### src/core/first_port_pins_pkg.sv
// Package: register map, field positions and carriers for the eight-bit port
package first_port_pins_pkg;

   // ----------------------------------------
   // Register map (word indices)
   // ----------------------------------------
   localparam logic [7:0] PINS_IDX = 8'h05;
   localparam logic [7:0] DIR_IDX = 8'h85;
   localparam logic [7:0] CMP_CTRL_IDX = 8'h1f;
   localparam logic [7:0] VREF_CTRL_IDX = 8'h9f;
   localparam logic [7:0] CFG_IDX = 8'hc0;
   localparam int ADDR_W = 10;

   // ----------------------------------------
   // Reset values
   // ----------------------------------------
   localparam logic [7:0] DIR_RESET = 8'hff;
   localparam logic [7:0] CMP_CTRL_RESET = 8'h00;
   localparam logic [7:0] VREF_CTRL_RESET = 8'h00;
   localparam logic [7:0] CFG_RESET = 8'h00;

   // ----------------------------------------
   // Field positions
   // ----------------------------------------
   localparam int CMP_MODE_LSB = 0;
   localparam int CMP_MODE_W = 3;
   localparam int VREF_OE_BIT = 6;
   localparam int VREF_EN_BIT = 7;
   localparam int CFG_CLEAR_BIT = 0;
   localparam int CFG_OSC_LSB = 1;
   localparam int CFG_OSC_W = 2;
   localparam int PIN_REF = 2;
   localparam int PIN_CMP_OUT1 = 3;
   localparam int PIN_OD = 4;
   localparam int PIN_IN_ONLY = 5;
   localparam int PIN_OSC_OUT = 6;
   localparam int PIN_OSC_IN = 7;

   // ----------------------------------------
   // Comparator modes
   // ----------------------------------------
   localparam logic [2:0] CMP_RESET_MODE = 3'h0;
   localparam logic [2:0] CMP_OUTPUT_MODE = 3'h6;
   localparam logic [2:0] CMP_OFF_MODE = 3'h7;

   typedef enum logic [1:0] {OSC_XTAL, OSC_EXT_CLK, OSC_RC_QUARTER, OSC_INT_IO} osc_mode_e;

   // ----------------------------------------
   // Carriers
   // ----------------------------------------
   typedef struct packed {
      logic cyc;
      logic stb;
      logic we;
      logic [3:0] sel;
      logic [ADDR_W-1:0] adr;
      logic [31:0] dat;
   } wb_req_s;

   typedef struct packed {
      logic [7:0] o;
      logic [7:0] oe;
   } pin_drive_s;

endpackage

### src/core/first_port_pins_sync.sv
// Two-flop synchroniser for the pin and side inputs
`timescale 1ns/1ps
module first_port_pins_sync #(
   parameter int W = 8
) (
   // Clock and reset
   input wire logic clk,
   input wire logic rst,
   // Data
   input wire logic [W-1:0] d,
   output logic [W-1:0] q
);
   logic [W-1:0] meta_q;

   always_ff @(posedge clk)
   begin
      if (rst)
      begin
         meta_q <= '0;
         q <= '0;
      end
      else
      begin
         meta_q <= d;
         q <= meta_q;
      end
   end
endmodule

### src/core/first_port_pins_port.sv
// Eight-bit port with shared comparator, timer, clear and oscillator pins and a reference output enable
//
// Contract
// - Eight latch bits, eight direction bits
// - Pin four: Schmitt input, open-drain output
// - Pin five input-only, never driven
// - Direction one floats pin, zero drives latch
// - Reads return pins; writes update latch
// - Writes merge new bytes over sampled pins
// - Comparator input pins read as zero
// - Reset: all inputs, pins 0-3 digital off
// - Oscillator-claimed pins six, seven read zero
// - Comparator outputs drive only with direction cleared
// - Pin use chosen by comparator, oscillator controls
// - Pin four feeds timer external clock
// - Fuse picks pin five: input or clear
// - Pin six outputs quarter clock in RC quarter mode only
// - Enabled comparator outputs and oscillator take pins from port; reference output leaves pin two to the port
//
// Our own choice: register access over Wishbone.
`timescale 1ns/1ps
module first_port_pins_port (
   // Clock and reset
   input wire logic CLK,
   input wire logic RST,
   // Wishbone slave
   input wire logic CYC_I,
   input wire logic STB_I,
   input wire logic WE_I,
   input wire logic [3:0] SEL_I,
   input wire logic [first_port_pins_pkg::ADDR_W-1:0] ADR_I,
   input wire logic [31:0] DAT_I,
   output logic [31:0] DAT_O,
   output logic ACK_O,
   // Port pins
   input wire logic [7:0] PIN_I,
   output logic [7:0] PIN_O,
   output logic [7:0] PIN_OE,
   // Peripheral hookups
   input wire logic COMPARATOR_ONE_OUT,
   input wire logic COMPARATOR_TWO_OUT,
   input wire logic QUARTER_CLOCK_IN,
   input wire logic MASTER_CLEAR_SELECT_FUSE,
   output logic TIMER_EXT_CLOCK_IN,
   output logic MASTER_CLEAR_IN_N,
   output logic COMPARATOR_INPUTS_GROUNDED,
   output logic VREF_OUT_EN,
   output logic [2:0] CMP_MODE,
   output logic [1:0] OSC_MODE
);
   // ----------------------------------------
   // Declarations
   // ----------------------------------------
   first_port_pins_pkg::wb_req_s req;
   logic [7:0] latch_q;
   logic [7:0] dir_q;
   logic [7:0] cmp_ctrl_q;
   logic [7:0] vref_ctrl_q;
   logic [7:0] cfg_q;
   logic [7:0] pins_sync;
   logic [1:0] side_sync;
   logic ack_q;
   logic [31:0] dat_q;
   logic [7:0] pin_read;
   logic [7:0] dir_read;
   logic [7:0] cmp_in_mask;
   logic osc_claims_pins;
   logic quarter_out_on;
   logic cmp_outputs_on;
   logic clear_pin_on;
   logic [2:0] cmp_mode;
   first_port_pins_pkg::osc_mode_e osc_mode;
   first_port_pins_pkg::pin_drive_s drv;
   logic access;
   logic wr;

   // Merge selected low byte over a base byte
   function automatic logic [7:0] merge_byte(input logic [7:0] base, input logic [31:0] wdat,
      input logic [3:0] sel);
      merge_byte = sel[0] ? wdat[7:0] : base;
   endfunction

   // Comparator inputs claimed by each mode
   function automatic logic [7:0] cmp_inputs(input logic [2:0] mode);
      case (mode)
         first_port_pins_pkg::CMP_OFF_MODE: cmp_inputs = 8'h00;
         first_port_pins_pkg::CMP_OUTPUT_MODE: cmp_inputs = 8'h07;
         default: cmp_inputs = 8'h0f;
      endcase
   endfunction

   assign req = '{cyc: CYC_I, stb: STB_I, we: WE_I, sel: SEL_I, adr: ADR_I, dat: DAT_I};
   assign access = req.cyc && req.stb && !ack_q;
   assign wr = access && req.we;

   // ----------------------------------------
   // Pin and side input synchronisers
   // ----------------------------------------
   first_port_pins_sync #(.W(8)) u_pin_sync (
      .clk(CLK),
      .rst(RST),
      .d(PIN_I),
      .q(pins_sync)
   );

   first_port_pins_sync #(.W(2)) u_side_sync (
      .clk(CLK),
      .rst(RST),
      .d({QUARTER_CLOCK_IN, MASTER_CLEAR_SELECT_FUSE}),
      .q(side_sync)
   );

   // ----------------------------------------
   // Mode decode
   // ----------------------------------------
   assign cmp_mode = cmp_ctrl_q[first_port_pins_pkg::CMP_MODE_LSB +: first_port_pins_pkg::CMP_MODE_W];
   assign osc_mode = first_port_pins_pkg::osc_mode_e'(cfg_q[first_port_pins_pkg::CFG_OSC_LSB +: first_port_pins_pkg::CFG_OSC_W]);
   assign cmp_in_mask = cmp_inputs(cmp_mode);
   assign cmp_outputs_on = (cmp_mode == first_port_pins_pkg::CMP_OUTPUT_MODE);
   assign osc_claims_pins = (osc_mode != first_port_pins_pkg::OSC_INT_IO);
   assign quarter_out_on = (osc_mode == first_port_pins_pkg::OSC_RC_QUARTER);
   assign clear_pin_on = side_sync[0];

   // ----------------------------------------
   // Read values
   // ----------------------------------------
   always_comb
   begin
      pin_read = pins_sync & ~cmp_in_mask;
      if (osc_claims_pins)
      begin
         pin_read[first_port_pins_pkg::PIN_OSC_OUT] = 1'b0;
         pin_read[first_port_pins_pkg::PIN_OSC_IN] = 1'b0;
      end
      if (clear_pin_on)
      begin
         pin_read[first_port_pins_pkg::PIN_IN_ONLY] = 1'b0;
      end
      dir_read = dir_q;
      dir_read[first_port_pins_pkg::PIN_IN_ONLY] = 1'b1;
   end

   // ----------------------------------------
   // Output latch
   // ----------------------------------------
   always_ff @(posedge CLK)
   begin
      if (RST)
      begin
         latch_q <= 8'h00;
      end
      else if (wr && req.adr == {2'b00, first_port_pins_pkg::PINS_IDX})
      begin
         latch_q <= merge_byte(pin_read, req.dat, req.sel);
      end
   end

   // ----------------------------------------
   // Direction register
   // ----------------------------------------
   always_ff @(posedge CLK)
   begin
      if (RST)
      begin
         dir_q <= first_port_pins_pkg::DIR_RESET;
      end
      else if (wr && req.adr == {2'b00, first_port_pins_pkg::DIR_IDX})
      begin
         dir_q <= merge_byte(dir_q, req.dat, req.sel);
      end
   end

   // ----------------------------------------
   // Control registers
   // ----------------------------------------
   always_ff @(posedge CLK)
   begin
      if (RST)
      begin
         cmp_ctrl_q <= first_port_pins_pkg::CMP_CTRL_RESET;
         vref_ctrl_q <= first_port_pins_pkg::VREF_CTRL_RESET;
         cfg_q <= first_port_pins_pkg::CFG_RESET;
      end
      else if (wr)
      begin
         if (req.adr == {2'b00, first_port_pins_pkg::CMP_CTRL_IDX})
         begin
            cmp_ctrl_q <= merge_byte(cmp_ctrl_q, req.dat, req.sel);
         end
         if (req.adr == {2'b00, first_port_pins_pkg::VREF_CTRL_IDX})
         begin
            vref_ctrl_q <= merge_byte(vref_ctrl_q, req.dat, req.sel) & 8'hef;
         end
         if (req.adr == {2'b00, first_port_pins_pkg::CFG_IDX})
         begin
            cfg_q <= merge_byte(cfg_q, req.dat, req.sel) & 8'h06;
         end
      end
   end

   // ----------------------------------------
   // Bus answer
   // ----------------------------------------
   always_ff @(posedge CLK)
   begin
      if (RST)
      begin
         ack_q <= 1'b0;
         dat_q <= 32'h0000_0000;
      end
      else
      begin
         ack_q <= access;
         if (access && !req.we)
         begin
            unique case (req.adr)
               {2'b00, first_port_pins_pkg::PINS_IDX}: dat_q <= {24'h00_0000, pin_read};
               {2'b00, first_port_pins_pkg::DIR_IDX}: dat_q <= {24'h00_0000, dir_read};
               {2'b00, first_port_pins_pkg::CMP_CTRL_IDX}: dat_q <= {24'h00_0000, cmp_ctrl_q};
               {2'b00, first_port_pins_pkg::VREF_CTRL_IDX}: dat_q <= {24'h00_0000, vref_ctrl_q};
               {2'b00, first_port_pins_pkg::CFG_IDX}: dat_q <= {24'h00_0000, cfg_q[7:1], clear_pin_on};
               default: dat_q <= 32'h0000_0000;
            endcase
         end
      end
   end

   assign ACK_O = ack_q;
   assign DAT_O = dat_q;

   // ----------------------------------------
   // Pin drivers
   // ----------------------------------------
   always_comb
   begin
      drv.o = latch_q;
      drv.oe = ~dir_q;
      // Open drain: only a low is driven
      drv.o[first_port_pins_pkg::PIN_OD] = 1'b0;
      drv.oe[first_port_pins_pkg::PIN_OD] = ~dir_q[first_port_pins_pkg::PIN_OD] & ~latch_q[first_port_pins_pkg::PIN_OD];
      if (cmp_outputs_on)
      begin
         drv.o[first_port_pins_pkg::PIN_CMP_OUT1] = COMPARATOR_ONE_OUT;
         drv.oe[first_port_pins_pkg::PIN_OD] = ~dir_q[first_port_pins_pkg::PIN_OD] & ~COMPARATOR_TWO_OUT;
      end
      drv.oe[first_port_pins_pkg::PIN_IN_ONLY] = 1'b0;
      drv.o[first_port_pins_pkg::PIN_IN_ONLY] = 1'b0;
      if (osc_claims_pins)
      begin
         drv.oe[first_port_pins_pkg::PIN_OSC_OUT] = quarter_out_on;
         drv.o[first_port_pins_pkg::PIN_OSC_OUT] = quarter_out_on & side_sync[1];
         drv.oe[first_port_pins_pkg::PIN_OSC_IN] = 1'b0;
         drv.o[first_port_pins_pkg::PIN_OSC_IN] = 1'b0;
      end
   end

   assign PIN_O = drv.o;
   assign PIN_OE = drv.oe;

   // ----------------------------------------
   // Peripheral taps
   // ----------------------------------------
   assign TIMER_EXT_CLOCK_IN = pins_sync[first_port_pins_pkg::PIN_OD];
   assign MASTER_CLEAR_IN_N = clear_pin_on ? pins_sync[first_port_pins_pkg::PIN_IN_ONLY] : 1'b1;
   assign COMPARATOR_INPUTS_GROUNDED = (cmp_mode == first_port_pins_pkg::CMP_RESET_MODE);
   assign VREF_OUT_EN = vref_ctrl_q[first_port_pins_pkg::VREF_EN_BIT] & vref_ctrl_q[first_port_pins_pkg::VREF_OE_BIT];
   assign CMP_MODE = cmp_mode;
   assign OSC_MODE = cfg_q[first_port_pins_pkg::CFG_OSC_LSB +: first_port_pins_pkg::CFG_OSC_W];

endmodule

### config.mk
export PLATFORM = sky130hd
export DESIGN_NAME = first_port_pins_port
export DESIGN_NICKNAME = d
export VERILOG_FILES = /design/src/core/first_port_pins_pkg.sv /design/src/core/first_port_pins_sync.sv /design/src/core/first_port_pins_port.sv
export SDC_FILE = /design/constraint.sdc
export NUM_CORES = 1
export LEC_CHECK = 0
export BUFFER_PORTS_ARGS = -buffer_cell sky130_fd_sc_hd__buf_2
export CAP_MARGIN = 40
export CORE_UTILIZATION = 53
export CTS_CLUSTER_DIAMETER = 100
export DETAILED_ROUTE_END_ITERATION = 10
export MAX_ROUTING_LAYER = met4
export PLACE_DENSITY_LB_ADDON = 0.3
export RECOVER_POWER = 100
export SYNTH_ARGS = -nofsm -noshare
export SYNTH_HDL_FRONTEND = slang
export SYNTH_SLANG_ARGS = --single-unit
### constraint.sdc
create_clock -name CLK -period 4.8 [get_ports CLK]
set_input_delay 0.96 -clock CLK [delete_from_list [all_inputs] [get_ports CLK]]
set_output_delay 0.96 -clock CLK [all_outputs]
set_load 0.02 [all_outputs]
==> impl.org <==
** Finish
- Fill cells in the final layout number about 530.
- Net count of the finished layout :: between 400 and 500
- Compared with the post-synthesis result, the final layout area differs by 8.683%.
- Area taken by multi-input logic gates :: around 0.0016 sq mm
- 0 antenna diodes ended up in the layout.
- Summing all flip-flop and latch instances after layout gives between 0.001 and 0.0015 sq mm.
- The finished layout holds slightly below 500 standard cells, fillers aside.
- Ratio of cells with drive above 1 in the final layout :: 0.1467

** Timing
- For the pin with the worst max-slew slack, the measured transition is roughly 1.4 ns.
- In the finished design, the share of the clock period the worst path needs comes to 0.6648.
- Headroom to the max-slew limit came out at 0.03966.
- The final count of pins violating max slew was 0.
- Largest clock skew in the final design :: ~0.0045 ns
- Derived from the worst setup path, the maximum achievable clock frequency is around 310 MHz.
- The worst path needs 3.191 ns of the cycle, external delays included.
- Adding up every negative setup slack in the final design gives 0 ns.
- Setup repair after global routing left no endpoint under its margin.
- After layout, the worst setup slack is around 1.6 ns.
- Setup-violating endpoint count in the final report :: 0
- Hold violation total from the final report :: 0

** Floorplan
- In this run the horizontal extent of the chip is 78.81 microns.
- In this run the count of I/O pins placed on the die edge is around 120.
- The die is slightly below 80 microns tall.
- Floorplan Core Area :: 0.005608 sq mm
- DIE AREA :: a little over 0.006 sq mm
- Starting density of the core :: 0.5576
- Rows :: 27

** Global route
- The first global-routing pass estimated 11.89 mm of wire.
- Number of antenna violations at the first check in global routing :: 0
- Vias in the first global route :: about 2.4k
- Sum of overflow across all layers after global routing :: 0
- Entering global routing, the biggest net connects 34 pins.
- All-layer global routing usage :: 0.2601

** Clocking
- Clock latency on the worst-skew pair, taken at its later pin, is ~0.33 ns.
- After clock tree synthesis, the setup repair step added 0 buffers.
- Number of clock sinks :: 60
- Post-CTS repair changed the size of 0 cells.
- Clock tree root driver cell :: clkbuf_8
- CTS tree :: yes
- Buffers inserted during clock tree synthesis total 9.
- Clock-pin slew was measured on the worst setup and hold paths at roughly 0.070 ns.
- The clock passes through at most 2 buffers.
- The number of hold buffers added after CTS was 0.
- The H-tree generated during clock tree synthesis spans 3 levels.

** Logic synthesis
- A synthesized cell averages about 8.6 sq um.
- Of all flip-flops after synthesis, the portion carrying an async set or reset was 0.
- Gate Count Post-Synth :: between 300 and 400
- Cell taking the most area after synthesis :: dfxtp_1
- For this run, the register share of the synthesized area comes to 0.3842.
- Library cells used by synthesis :: 54
- Synth Register Bits :: 60
- By area the synthesized netlist is led by dfxtp_1, buf_4, a21oi_1, o21ai_0, nor2b_1.
- Yosys top cell area share :: 0.3842
- The synthesized netlist occupies a cell area of between 0.003 and 0.004 sq mm.
- The Yosys step of the flow raised 0 warnings.
- In this run, synthesis inferred 0 flip-flops with an integrated enable.
- Commonest register cell after synthesis :: dfxtp_1

** Setup path
- At the worst endpoint, the arrival time is ~3.4 ns.
- CP Class :: primary input to flop
- Register-to-Register Setup Slack :: ~2.4 ns
- Capturing element type of the critical path :: flop
- Required time of the critical path :: about 5.0 ns
- STA classifies the critical path startpoint as a primary input.
- Highest fanout seen on the critical path :: 13

** Placement
- The number of placed instances, taps included, is roughly 470.
- Minimum setup slack after placement :: 1.736 ns
- The count of buffers added on input and output ports is between 60 and 70.
- At the end of routability-driven placement, the weighted congestion stood at between 0.8 and 0.9.
- Detailed placement ended at an HPWL of 5.417 mm.

** Routing
- DR vias :: about 2.7k
- Drc violations :: 0
- The final layout contains routed wiring with a total length of roughly 7.6 mm.
- Dividing the detail-routed wire length by the instance count gives around 16 microns.
- The first detailed-routing pass ran for 5 iterations.
- Number of DRC markers after the initial detailed-route iteration :: ~180
- Final antenna-violating net count :: 0
- In the routed layout, each cell is associated on average with a via count of around 5.7.

** Pwr
- Static Leak :: approximately 0.0013 uW
- Worst ir drop on vdd :: approximately 0.00019 V
- Cell area power density :: 324.6 mW/mm^2
- After layout, the design draws a total of around 1100 uW.

** Job
- Across the run, the number of max-cap violations was 0.

** Worst hold path
- The path class of the tightest hold or removal check is flop to flop.

** Run status
- The flow ran to the end, and the final reports show no timing, DRC or antenna violations.
## area by class of cell
cell class / count / share of cell area
clock buffers: 11 / 0.04161
well taps: 72 / 0.02651
multi-input cells: 260 / 0.4617
clock inverters: 4 / 0.02172
inverters: 6 / 0.006627
repair buffers: 68 / 0.08837
flip-flops and latches: 60 / 0.3535
## final timing paths
check                        start          endpoint  cells after the start
max                       ADR_I[7]        latch_q[7]                      5
min          u_side_sync.meta_q[0]  u_side_sync.q[0]                      1
max reg2reg                  ACK_O        latch_q[7]                      4
min reg2reg  u_side_sync.meta_q[0]  u_side_sync.q[0]                      1
## metal layers
metal	global-route usage	wire length [microns]
met5	-	0
met4	0.1145	106
met3	0.03563	525
met2	0.3939	3420
met1	0.3472	3507
## cells in the mapped netlist (8+ instances only)
cell,count
nand4_1,11
buf_4,33
o21ai_0,30
a21oi_1,30
clkbuf_1,19
a211oi_1,8
nand3_1,22
nor2_1,18
nand2_1,12
nor2b_1,22
dfxtp_1,60
and3_1,8
## worst max-delay path, cell delays in order
cell and delay [ns]:
clkbuf_1 0.25, or4bb_1 0.70, nor4b_2 1.11, mux2i_1 0.28
nor2_1 0.06
## registers in the layout, indices dropped and copies added (netlist names)
| signal | cells |
|---|---|
| DAT_O | 8 |
| cmp_ctrl_q | 8 |
| u_pin_sync.meta_q | 8 |
| u_pin_sync.q | 8 |
| dir_q | 7 |
| latch_q | 7 |
| vref_ctrl_q | 7 |
| cfg_q | 2 |
| u_side_sync.meta_q | 2 |
| u_side_sync.q | 2 |
| ACK_O | 1 |
## layout by cell type (no fill, tap or decap), types with 4 or more instances in the layout
cell type   n
nand3b_1    4
inv_1       6
a211o_1     7
o21ai_0    30
nor4_1      4
nand3_1    22
nor2b_1    22
clkbuf_8   10
mux2i_1     7
and3_1      8
conb_1     27
nand4_1    11
buf_2      31
or4b_2      5
nand2_1    12
a21oi_1    30
nor2_1     18
clkbuf_1   37
a211oi_1    8
dfxtp_1    60
nor3_1      4
a21boi_0    4
## per-stage QoR
stage	util	area, sq um	hold slack (ns)
5_1_grt	0.6060	3398	0.4561
4_1_cts	0.6187	3470	0.4403
3_5_place_dp	0.5803	3254	0.4212
2_1_floorplan	-	3224	0.4138
6_report	0.6060	3398	0.4386
3_3_place_gp	0.5785	3244	0.4153
## logic make-up (layout without fill, tap and decap cells)
family | count (synthesis) | in the layout | share of synthesized area
other | 1 | 27 | 0.001199
buffers and inverters | 68 | 89 | 0.1377
flip-flops | 60 | 60 | 0.3842
AO/OA/AOI/OAI | 92 | 92 | 0.1857
AND/OR/NAND/NOR | 132 | 132 | 0.2617
multiplexers | 9 | 9 | 0.02961
## report_power, final
group	switching, uW	internal [uW]	leakage (uW)	total, uW
clock network	198	304	0.000109	502
registers	3.27	507	0.000488	510
logic	65.5	25.6	0.000661	91.2
total	267	837	0.00126	1100
(Power assumes the default switching activity.)
